--- src/core_ptr_pkg.sv ---
package core_ptr_pkg;
   // special purpose locations in sector 0
   localparam logic [7:0] ADDR_WINDOW_A   = 8'h00;
   localparam logic [7:0] ADDR_PTR_ZERO   = 8'h01;
   localparam logic [7:0] ADDR_WINDOW_B   = 8'h02;
   localparam logic [7:0] ADDR_PTR_B_LOW  = 8'h03;
   localparam logic [7:0] ADDR_PTR_B_SECT = 8'h04;
   localparam logic [7:0] ADDR_ACC        = 8'h05;
   localparam logic [7:0] ADDR_PC_LOW     = 8'h06;
   localparam logic [7:0] ADDR_TBL_LOW    = 8'h07;
   localparam logic [7:0] ADDR_TBL_RESULT = 8'h08;
   localparam logic [7:0] ADDR_TBL_HIGH   = 8'h09;
   localparam logic [7:0] ADDR_BANK_SEL   = 8'h0b;
   localparam logic [7:0] ADDR_WINDOW_C   = 8'h0c;
   localparam logic [7:0] ADDR_PTR_C_LOW  = 8'h0d;
   localparam logic [7:0] ADDR_PTR_C_SECT = 8'h0e;
   // first general purpose location of a sector
   localparam logic [7:0] ADDR_GP_BASE    = 8'h80;
   // sector field width and program counter width below the bank bit
   localparam int         SECT_W          = 1;
   localparam int         PC_W            = 13;
   localparam int         BANK_BIT_POS    = 0;
   localparam logic [7:0] RST_BYTE        = 8'h00;
   localparam logic [7:0] EMPTY_READ      = 8'h00;
   localparam int         PAGE_FILL_CYC   = 1;
   typedef logic [SECT_W+7:0] daddr_t;
   typedef enum logic [2:0] {OP_NONE, OP_READ, OP_WRITE, OP_INC, OP_DEC} dop_t;
endpackage

--- src/core_ptr_if.sv ---
`timescale 1ns/10ps
`default_nettype none
interface core_ptr_if;
   import core_ptr_pkg::*;
   logic       gp_we;
   daddr_t     gp_addr;
   logic [7:0] gp_wdata;
   logic [7:0] gp_rdata;
   modport regs (output gp_rdata, input gp_we, input gp_addr, input gp_wdata);
   modport core (input gp_rdata, output gp_we, output gp_addr, output gp_wdata);
endinterface
`default_nettype wire

--- src/core_ptr_regs.sv ---
`timescale 1ns/10ps
`default_nettype none
module core_ptr_regs (
   input  wire logic                      mclk_i,
   input  wire logic                      sys_rst_i,
   input  wire core_ptr_pkg::dop_t        op_i,
   input  wire logic                      ext_i,
   input  wire core_ptr_pkg::daddr_t      addr_i,
   input  wire logic [7:0]                wdata_i,
   input  wire logic                      alu_we_i,
   input  wire logic [7:0]                alu_res_i,
   input  wire logic                      branch_i,
   input  wire logic [core_ptr_pkg::PC_W-1:0] branch_tgt_i,
   input  wire logic                      seq_i,
   input  wire logic                      tbl_rd_i,
   input  wire logic [15:0]               tbl_word_i,
   output logic [7:0]                     rdata_o,
   output logic [7:0]                     acc_o,
   output logic [core_ptr_pkg::PC_W:0]    pc_o,
   output logic [15:0]                    tbl_addr_o,
   output logic                           dummy_o,
   output logic                           bank_o
);
   import core_ptr_pkg::*;
   core_ptr_if mem ();
   logic [7:0] ptr_zero, ptr_b_low, ptr_b_sect, ptr_c_low, ptr_c_sect;
   logic [7:0] tbl_low, tbl_high, tbl_result;
   daddr_t     eff_addr;
   daddr_t     direct_addr;
   logic [7:0] sel_rd, next_val;
   logic       to_gp, pcl_write, sect0;

   gp_data_ram u_ram (.mclk_i(mclk_i), .mem(mem));

   // resolve windows to pointed addresses; windows live in sector 0 only
   always_comb begin
      direct_addr = ext_i ? addr_i : {{SECT_W{1'b0}}, addr_i[7:0]};
      eff_addr = direct_addr;
      if (direct_addr[SECT_W+7:8] == '0) begin
         case (direct_addr[7:0])
            ADDR_WINDOW_A: eff_addr = {{SECT_W{1'b0}}, ptr_zero};
            ADDR_WINDOW_B: eff_addr = {ptr_b_sect[SECT_W-1:0], ptr_b_low};
            ADDR_WINDOW_C: eff_addr = {ptr_c_sect[SECT_W-1:0], ptr_c_low};
            default: ;
         endcase
      end
   end

   // read mux over special and general locations
   always_comb begin
      to_gp = (eff_addr[7:0] >= ADDR_GP_BASE);
      sect0 = (eff_addr[SECT_W+7:8] == '0);
      case (eff_addr[7:0])
         ADDR_PTR_ZERO:   sel_rd = ptr_zero;
         ADDR_PTR_B_LOW:  sel_rd = ptr_b_low;
         ADDR_PTR_B_SECT: sel_rd = ptr_b_sect;
         ADDR_PTR_C_LOW:  sel_rd = ptr_c_low;
         ADDR_PTR_C_SECT: sel_rd = ptr_c_sect;
         ADDR_ACC:        sel_rd = acc_o;
         ADDR_PC_LOW:     sel_rd = pc_o[7:0];
         ADDR_TBL_LOW:    sel_rd = tbl_low;
         ADDR_TBL_HIGH:   sel_rd = tbl_high;
         ADDR_TBL_RESULT: sel_rd = tbl_result;
         ADDR_BANK_SEL:   sel_rd = {7'h00, bank_o};
         default:         sel_rd = to_gp ? mem.gp_rdata : EMPTY_READ;
      endcase
      // special registers exist in sector 0 only; other sectors read zero there
      if (!to_gp && !sect0) begin
         sel_rd = EMPTY_READ;
      end
      case (op_i)
         OP_INC:  next_val = sel_rd + 8'h01;
         OP_DEC:  next_val = sel_rd - 8'h01;
         default: next_val = wdata_i;
      endcase
   end

   // table read low byte goes to the user location
   assign mem.gp_addr  = eff_addr;
   assign mem.gp_we    = to_gp && ((op_i == OP_WRITE) || (op_i == OP_INC)
                         || (op_i == OP_DEC) || tbl_rd_i);
   assign mem.gp_wdata = tbl_rd_i ? tbl_word_i[7:0] : next_val;

   wire wr_any = (op_i == OP_WRITE) || (op_i == OP_INC) || (op_i == OP_DEC);
   wire wr_sfr = wr_any && !to_gp && sect0 && !tbl_rd_i;
   assign pcl_write = wr_sfr && eff_addr[7:0] == ADDR_PC_LOW;

   // pointer storage
   always_ff @(posedge mclk_i) begin
      if (sys_rst_i) begin
         ptr_zero <= RST_BYTE;
         ptr_b_low <= RST_BYTE;
         ptr_b_sect <= RST_BYTE;
         ptr_c_low <= RST_BYTE;
         ptr_c_sect <= RST_BYTE;
      end else if (wr_sfr) begin
         case (eff_addr[7:0])
            ADDR_PTR_ZERO:   ptr_zero <= next_val;
            ADDR_PTR_B_LOW:  ptr_b_low <= next_val;
            ADDR_PTR_B_SECT: ptr_b_sect <= next_val;
            ADDR_PTR_C_LOW:  ptr_c_low <= next_val;
            ADDR_PTR_C_SECT: ptr_c_sect <= next_val;
            default: ;
         endcase
      end
   end

   // accumulator takes alu results or moved data
   always_ff @(posedge mclk_i) begin
      if (sys_rst_i) begin
         acc_o <= RST_BYTE;
      end else if (alu_we_i) begin
         acc_o <= alu_res_i;
      end else if (wr_sfr && eff_addr[7:0] == ADDR_ACC) begin
         acc_o <= next_val;
      end
   end

   // bank select bit
   always_ff @(posedge mclk_i) begin
      if (sys_rst_i) begin
         bank_o <= 1'b0;
      end else if (wr_sfr && eff_addr[7:0] == ADDR_BANK_SEL) begin
         bank_o <= next_val[BANK_BIT_POS];
      end
   end

   // table pointer pair and high result
   always_ff @(posedge mclk_i) begin
      if (sys_rst_i) begin
         tbl_low <= RST_BYTE;
         tbl_high <= RST_BYTE;
         tbl_result <= RST_BYTE;
      end else begin
         if (wr_sfr && eff_addr[7:0] == ADDR_TBL_LOW) begin
            tbl_low <= next_val;
         end
         if (wr_sfr && eff_addr[7:0] == ADDR_TBL_HIGH) begin
            tbl_high <= next_val;
         end
         if (tbl_rd_i) begin
            tbl_result <= tbl_word_i[15:8];
         end else if (wr_sfr && eff_addr[7:0] == ADDR_TBL_RESULT) begin
            tbl_result <= next_val;
         end
      end
   end

   always_ff @(posedge mclk_i) begin
      if (sys_rst_i) begin
         tbl_addr_o <= 16'h0000;
      end else begin
         tbl_addr_o <= {tbl_high, tbl_low};
      end
   end

   // program counter: page jump, bank branch, sequential step
   always_ff @(posedge mclk_i) begin
      if (sys_rst_i) begin
         pc_o <= '0;
      end else if (pcl_write) begin
         pc_o <= {pc_o[PC_W:8], next_val};
      end else if (branch_i) begin
         pc_o <= {bank_o, branch_tgt_i};
      end else if (seq_i && !dummy_o) begin
         pc_o <= pc_o + 1'b1;
      end
   end

   // one stall cycle after a pc low load
   always_ff @(posedge mclk_i) begin
      if (sys_rst_i) begin
         dummy_o <= 1'b0;
      end else begin
         dummy_o <= pcl_write;
      end
   end

   // registered read data
   always_ff @(posedge mclk_i) begin
      if (sys_rst_i) begin
         rdata_o <= EMPTY_READ;
      end else if (op_i == OP_READ) begin
         rdata_o <= sel_rd;
      end
   end

   property p_win_zero;
      @(posedge mclk_i) disable iff (sys_rst_i)
      (op_i == OP_READ && !ext_i && addr_i[7:0] == ADDR_WINDOW_A && ptr_zero == ADDR_WINDOW_A)
      |=> rdata_o == EMPTY_READ;
   endproperty
   a_win_zero: assert property (p_win_zero) else $error("window read not zero");
   property p_bank_rd;
      @(posedge mclk_i) disable iff (sys_rst_i)
      (op_i == OP_READ && !ext_i && addr_i[7:0] == ADDR_BANK_SEL) |=> rdata_o[7:1] == 7'h00;
   endproperty
   a_bank_rd: assert property (p_bank_rd) else $error("bank upper bits nonzero");
   property p_dummy;
      @(posedge mclk_i) disable iff (sys_rst_i)
      pcl_write |=> dummy_o ##1 ($past(pcl_write) || $past(branch_i) || $stable(pc_o));
   endproperty
   a_dummy: assert property (p_dummy) else $error("dummy cycle wrong");
   property p_page;
      @(posedge mclk_i) disable iff (sys_rst_i)
      pcl_write |=> pc_o[PC_W:8] == $past(pc_o[PC_W:8]) && pc_o[7:0] == $past(next_val);
   endproperty
   a_page: assert property (p_page) else $error("pc low jump left page");
   property p_branch;
      @(posedge mclk_i) disable iff (sys_rst_i)
      (branch_i && !pcl_write) |=> pc_o[PC_W] == $past(bank_o);
   endproperty
   a_branch: assert property (p_branch) else $error("branch bank wrong");
   property p_tbl;
      @(posedge mclk_i) disable iff (sys_rst_i)
      tbl_rd_i |=> tbl_result == $past(tbl_word_i[15:8]);
   endproperty
   a_tbl: assert property (p_tbl) else $error("table high byte wrong");
   property p_ptr;
      @(posedge mclk_i) disable iff (sys_rst_i)
      (op_i == OP_INC && !ext_i && addr_i[7:0] == ADDR_PTR_ZERO) |=> ptr_zero == $past(ptr_zero) + 8'h01;
   endproperty
   a_ptr: assert property (p_ptr) else $error("pointer increment failed");
   property p_acc;
      @(posedge mclk_i) disable iff (sys_rst_i)
      alu_we_i |=> acc_o == $past(alu_res_i);
   endproperty
   a_acc: assert property (p_acc) else $error("acc missed alu result");
endmodule
`default_nettype wire

--- src/gp_data_ram.sv ---
`timescale 1ns/10ps
`default_nettype none
module gp_data_ram (
   input  wire logic mclk_i,
   core_ptr_if.regs  mem
);
   import core_ptr_pkg::*;
   // one byte per full data address: sector bits plus low byte
   logic [7:0] store [0:(2**(SECT_W+8))-1];
   // general purpose storage, combinational read
   always_ff @(posedge mclk_i) begin
      if (mem.gp_we) begin
         store[mem.gp_addr] <= mem.gp_wdata;
      end
   end
   assign mem.gp_rdata = store[mem.gp_addr];
endmodule
`default_nettype wire

--- config.mk ---
export PLATFORM = sky130hd
export DESIGN_NAME = core_ptr_regs
export DESIGN_NICKNAME = d
export VERILOG_FILES = /design/src/core_ptr_pkg.sv /design/src/core_ptr_if.sv /design/src/core_ptr_regs.sv /design/src/gp_data_ram.sv
export SDC_FILE = /design/constraint.sdc
export NUM_CORES = 2
export LEC_CHECK = 0
export ABC_AREA = 1
export ABC_CLOCK_PERIOD_IN_PS = 31500
export BUFFER_PORTS_ARGS = -buffer_cell sky130_fd_sc_hd__buf_2
export CORE_MARGIN = 10
export CORE_UTILIZATION = 55
export DETAILED_ROUTE_END_ITERATION = 7
export PLACE_DENSITY_LB_ADDON = 0.08
export SETUP_SLACK_MARGIN = 0.1
export SLEW_MARGIN = 10
export SYNTH_ARGS = -nofsm -noshare
export SYNTH_HDL_FRONTEND = slang
export SYNTH_SLANG_ARGS = --single-unit
export TNS_END_PERCENT = 50
--- constraint.sdc ---
create_clock -name mclk_i -period 31.5 [get_ports mclk_i]
set_clock_uncertainty 0.1 [all_clocks]
set_input_delay 9.45 -clock mclk_i [delete_from_list [all_inputs] [get_ports mclk_i]]
set_output_delay 9.45 -clock mclk_i [all_outputs]
set_load 0.05 [all_outputs]
==> summary.json <==
{
  "fin_hold_ws": {"value": 357, "unit": "ps"},
  "slowest_stage": {"value": "o21ai_1"},
  "synthTopCellsByArea": {"value": "edfxtp_1, nand2_1, o22ai_1"},
  "synth_ff_type": {"value": "edfxtp_1"},
  "number_of_enable_type_register_cells_in_the_synthesized_netlist": {"value": 2048},
  "crit_type": {"value": "in2reg"},
  "post-route-util": {"value": 61.2, "unit": "%"},
  "mapped_area": {"value": 86300, "unit": "µm²"},
  "drcViolationCount": {"value": 0},
  "syn-instance-count": {"value": 6998},
  "seq_total_area_yosys": {"value": 73.8, "unit": "%"},
  "grt_first_pass_wirelength": {"value": 374000, "unit": "µm"},
  "inserted_clock_buffers": {"value": 215},
  "synthesis.nets": {"value": 7070},
  "synth-async-reset-ratio": {"value": 0, "unit": "%"},
  "syn_area_per_cell": {"value": 12.3, "unit": "µm²"},
  "max_slew_violation_total_from_the_final_report": {"value": 0},
  "groute.usage.overall": {"value": 29.0, "unit": "%"},
  "arrival": {"value": 20360, "unit": "ps"},
  "dr.first_iter.drc_count": {"value": 7599},
  "final_net_count": {"value": 7106},
  "cts.hold.buffers_added": {"value": 0},
  "crit_required": {"value": 31900, "unit": "ps"},
  "global_route.overflow_total": {"value": 0},
  "clock-root-buffer": {"value": "clkbuf_16"},
  "finalSetupViolCount": {"value": 0},
  "finalWorstPathRequiredPeriod": {"value": 19960, "unit": "ps"},
  "worst-path-max-fanout": {"value": 100},
  "post-cts-setup-buffer-count": {"value": 0},
  "clock_edge_transition_at_the_registers_on_the_reported_setup_and_hold_paths": {"value": 60, "unit": "ps"},
  "crit_path_start_kind": {"value": "input port"},
  "fin_crit_sh": {"value": 63.3, "unit": "%"},
  "drv.max_cap_violation_count": {"value": 0},
  "timing.final.hold_violations": {"value": 0},
  "floorplan.initialDensity": {"value": 55.3, "unit": "%"},
  "endpoint_kind": {"value": "register"},
  "worst_path_largest_cell_delay": {"value": 970, "unit": "ps"},
  "floorplan.die_area": {"value": 173000, "unit": "µm²"},
  "finalWorstSetupSlack": {"value": 11540, "unit": "ps"},
  "r2r_cells": {"value": 29},
  "post-synth-top-area-fraction": {"value": 71.3, "unit": "%"},
  "timing.max_slew.rel_slack": {"value": 16.1, "unit": "%"},
  "htree_num_levels": {"value": 4},
  "placement.io_buffers": {"value": 111},
  "vdd_ir_drop_max": {"value": 0.0524, "unit": "mV"},
  "synth_cell_type_count": {"value": 52},
  "drt_pre_antenna_iters": {"value": 6},
  "die_height": {"value": 416, "unit": "µm"},
  "synth.ff_latch_count": {"value": 2160},
  "core_region": {"value": 156000, "unit": "µm²"},
  "synth.most_common_cell": {"value": "edfxtp_1"},
  "post-synth-top-area-cell": {"value": "edfxtp_1"},
  "rows": {"value": 145},
  "tritoncts_clock_tree": {"value": "done"},
  "design_area": {"value": 95500, "unit": "µm²"},
  "final_layout_size_suffix_gt1_share": {"value": 8.21, "unit": "%"},
  "filler_cell_count": {"value": 12100},
  "p_leak": {"value": 33.5, "unit": "nW"},
  "min_path_type": {"value": "reg2reg"},
  "cp_common_cell": {"value": "nand2_1"},
  "post_route_wl": {"value": 258000, "unit": "µm"},
  "final_antenna_net_count": {"value": 0},
  "cellPowerDensity": {"value": 64.2, "unit": "nW/µm²"},
  "worst_slew_pin_slew": {"value": 1250, "unit": "ps"},
  "detail_route.vias_per_cell": {"value": 6.15},
  "pre_cts_ws": {"value": 11000, "unit": "ps"},
  "gp_routability_congestion": {"value": 0.953},
  "ctsResizeCount": {"value": 0},
  "maximum_number_of_pins_on_one_net_before_global_route_repair": {"value": 193},
  "number_of_synthesis_warnings": {"value": 0},
  "detail_route.wl_per_cell": {"value": 27.8, "unit": "µm"},
  "whs_path_depth": {"value": 2},
  "worst_skew_pair_latency": {"value": 850, "unit": "ps"},
  "dpl-instance-area": {"value": 88600, "unit": "µm²"},
  "clock.fmax": {"value": 0.0501, "unit": "GHz"},
  "status": {"value": "completed"},
  "clock-sinks": {"value": 2160},
  "vias": {"value": 57000},
  "synth_common_cells": {"value": "edfxtp_1, nand2_1, nor2_1"},
  "ioPinCount": {"value": 112},
  "rsz0062_at_grt": {"value": "false"},
  "n_antenna_cell": {"value": 0},
  "flow.area_growth_from_synthesis": {"value": 10.6, "unit": "%"},
  "die_w": {"value": 416, "unit": "µm"},
  "first_global_vias": {"value": 53700},
  "clock_path_buffers": {"value": 3},
  "place.detailed.hpwl": {"value": 152000, "unit": "µm"},
  "setup_tns_final": {"value": 0, "unit": "ps"},
  "grt_antenna_before_repair": {"value": 5}
}
power breakdown:
group / internal (mW) / switching (mW) / total [mW] / leakage, nW
clock network: 1.46 / 1.08 / 2.54 / 3.38
logic: 0.0757 / 0.321 / 0.397 / 11.1
registers: 3.19 / 0.00369 / 3.19 / 19.1
critical path: cells and delay by family:
family / cells / cell delay, ps
AO/OA/AOI/OAI: 7 / 2700
adder cells (fa/ha/maj): 1 / 270
buffers and inverters: 9 / 4040
AND/OR/NAND/NOR: 18 / 3450
worst paths after layout:
kind	start	end	slack, ps
hold reg to reg	tbl_high[2]$_SDFFE_PP0P_	tbl_addr_o[10]$_SDFF_PP0_	360
hold / removal	tbl_high[2]$_SDFFE_PP0P_	tbl_addr_o[10]$_SDFF_PP0_	360
setup reg to reg	ptr_b_low[0]$_SDFFE_PP0P_	u_ram.store[160][5]$_DFFE_PP_	20670
setup / recovery	addr_i[0]	u_ram.store[160][5]$_DFFE_PP_	11540
area by class of cell:
cell class              count  area (µm²)  area share [%]
clock buffers             261        5660            5.92
clock inverters           135        1280            1.34
inverters                 571        2150            2.25
multi-input cells        3877       18700            19.6
flip-flops and latches   2160       63700            66.7
well taps                2058        2570            2.70
repair buffers            209        1390            1.46
metal layers:
layer / up-vias / routed length, µm / global-route usage, %
li1: 25100 / - / -
met4: 8 / 11700 / 12.3
met1: 28200 / 103000 / 40.7
met5: - / 59 / 0
met2: 3127 / 117000 / 44.5
met3: 543 / 25700 / 5.76
sequential cells by signal, indices dropped and copies added, names as in the netlist, 8 cells and up:
signal / flops
acc_o: 8
pc_o: 14
ptr_b_low: 8
ptr_b_sect: 8
ptr_c_low: 8
ptr_c_sect: 8
ptr_zero: 8
rdata_o: 8
tbl_addr_o: 16
tbl_high: 8
tbl_low: 8
tbl_result: 8
u_ram.store: 2048
cells in the final DEF (no fill, tap or decap), types with 40 or more instances in the layout:
master / count
a21oi_1: 122
buf_2: 111
buf_4: 90
clkbuf_1: 40
clkbuf_16: 219
clkinv_1: 63
dfxtp_1: 112
edfxtp_1: 2048
inv_1: 552
nand2_1: 1399
nand3_1: 125
nand3b_1: 47
nand4_1: 78
nor2_1: 690
o21ai_0: 468
o21ai_1: 98
o22ai_1: 612
stage by stage:
stage | power (mW) | instances
2_1_floorplan | 3.51 | 6998
3_3_place_gp | 3.64 | 8875
3_5_place_dp | 3.64 | 8875
4_1_cts | 6.14 | 9271
5_1_grt | 6.29 | 9271
6_report | 6.13 | 9271
logic make-up after synthesis:
family	share of synthesized area, %
DFF	73.8
adders and majority gates	0.125
AOI/OAI and AO/OA	9.88
buffers and inverters	4.74
xor gates and xnor gates	0.0812
and+or+nand+nor	11.3
Power figures use the tool's default switching activity.
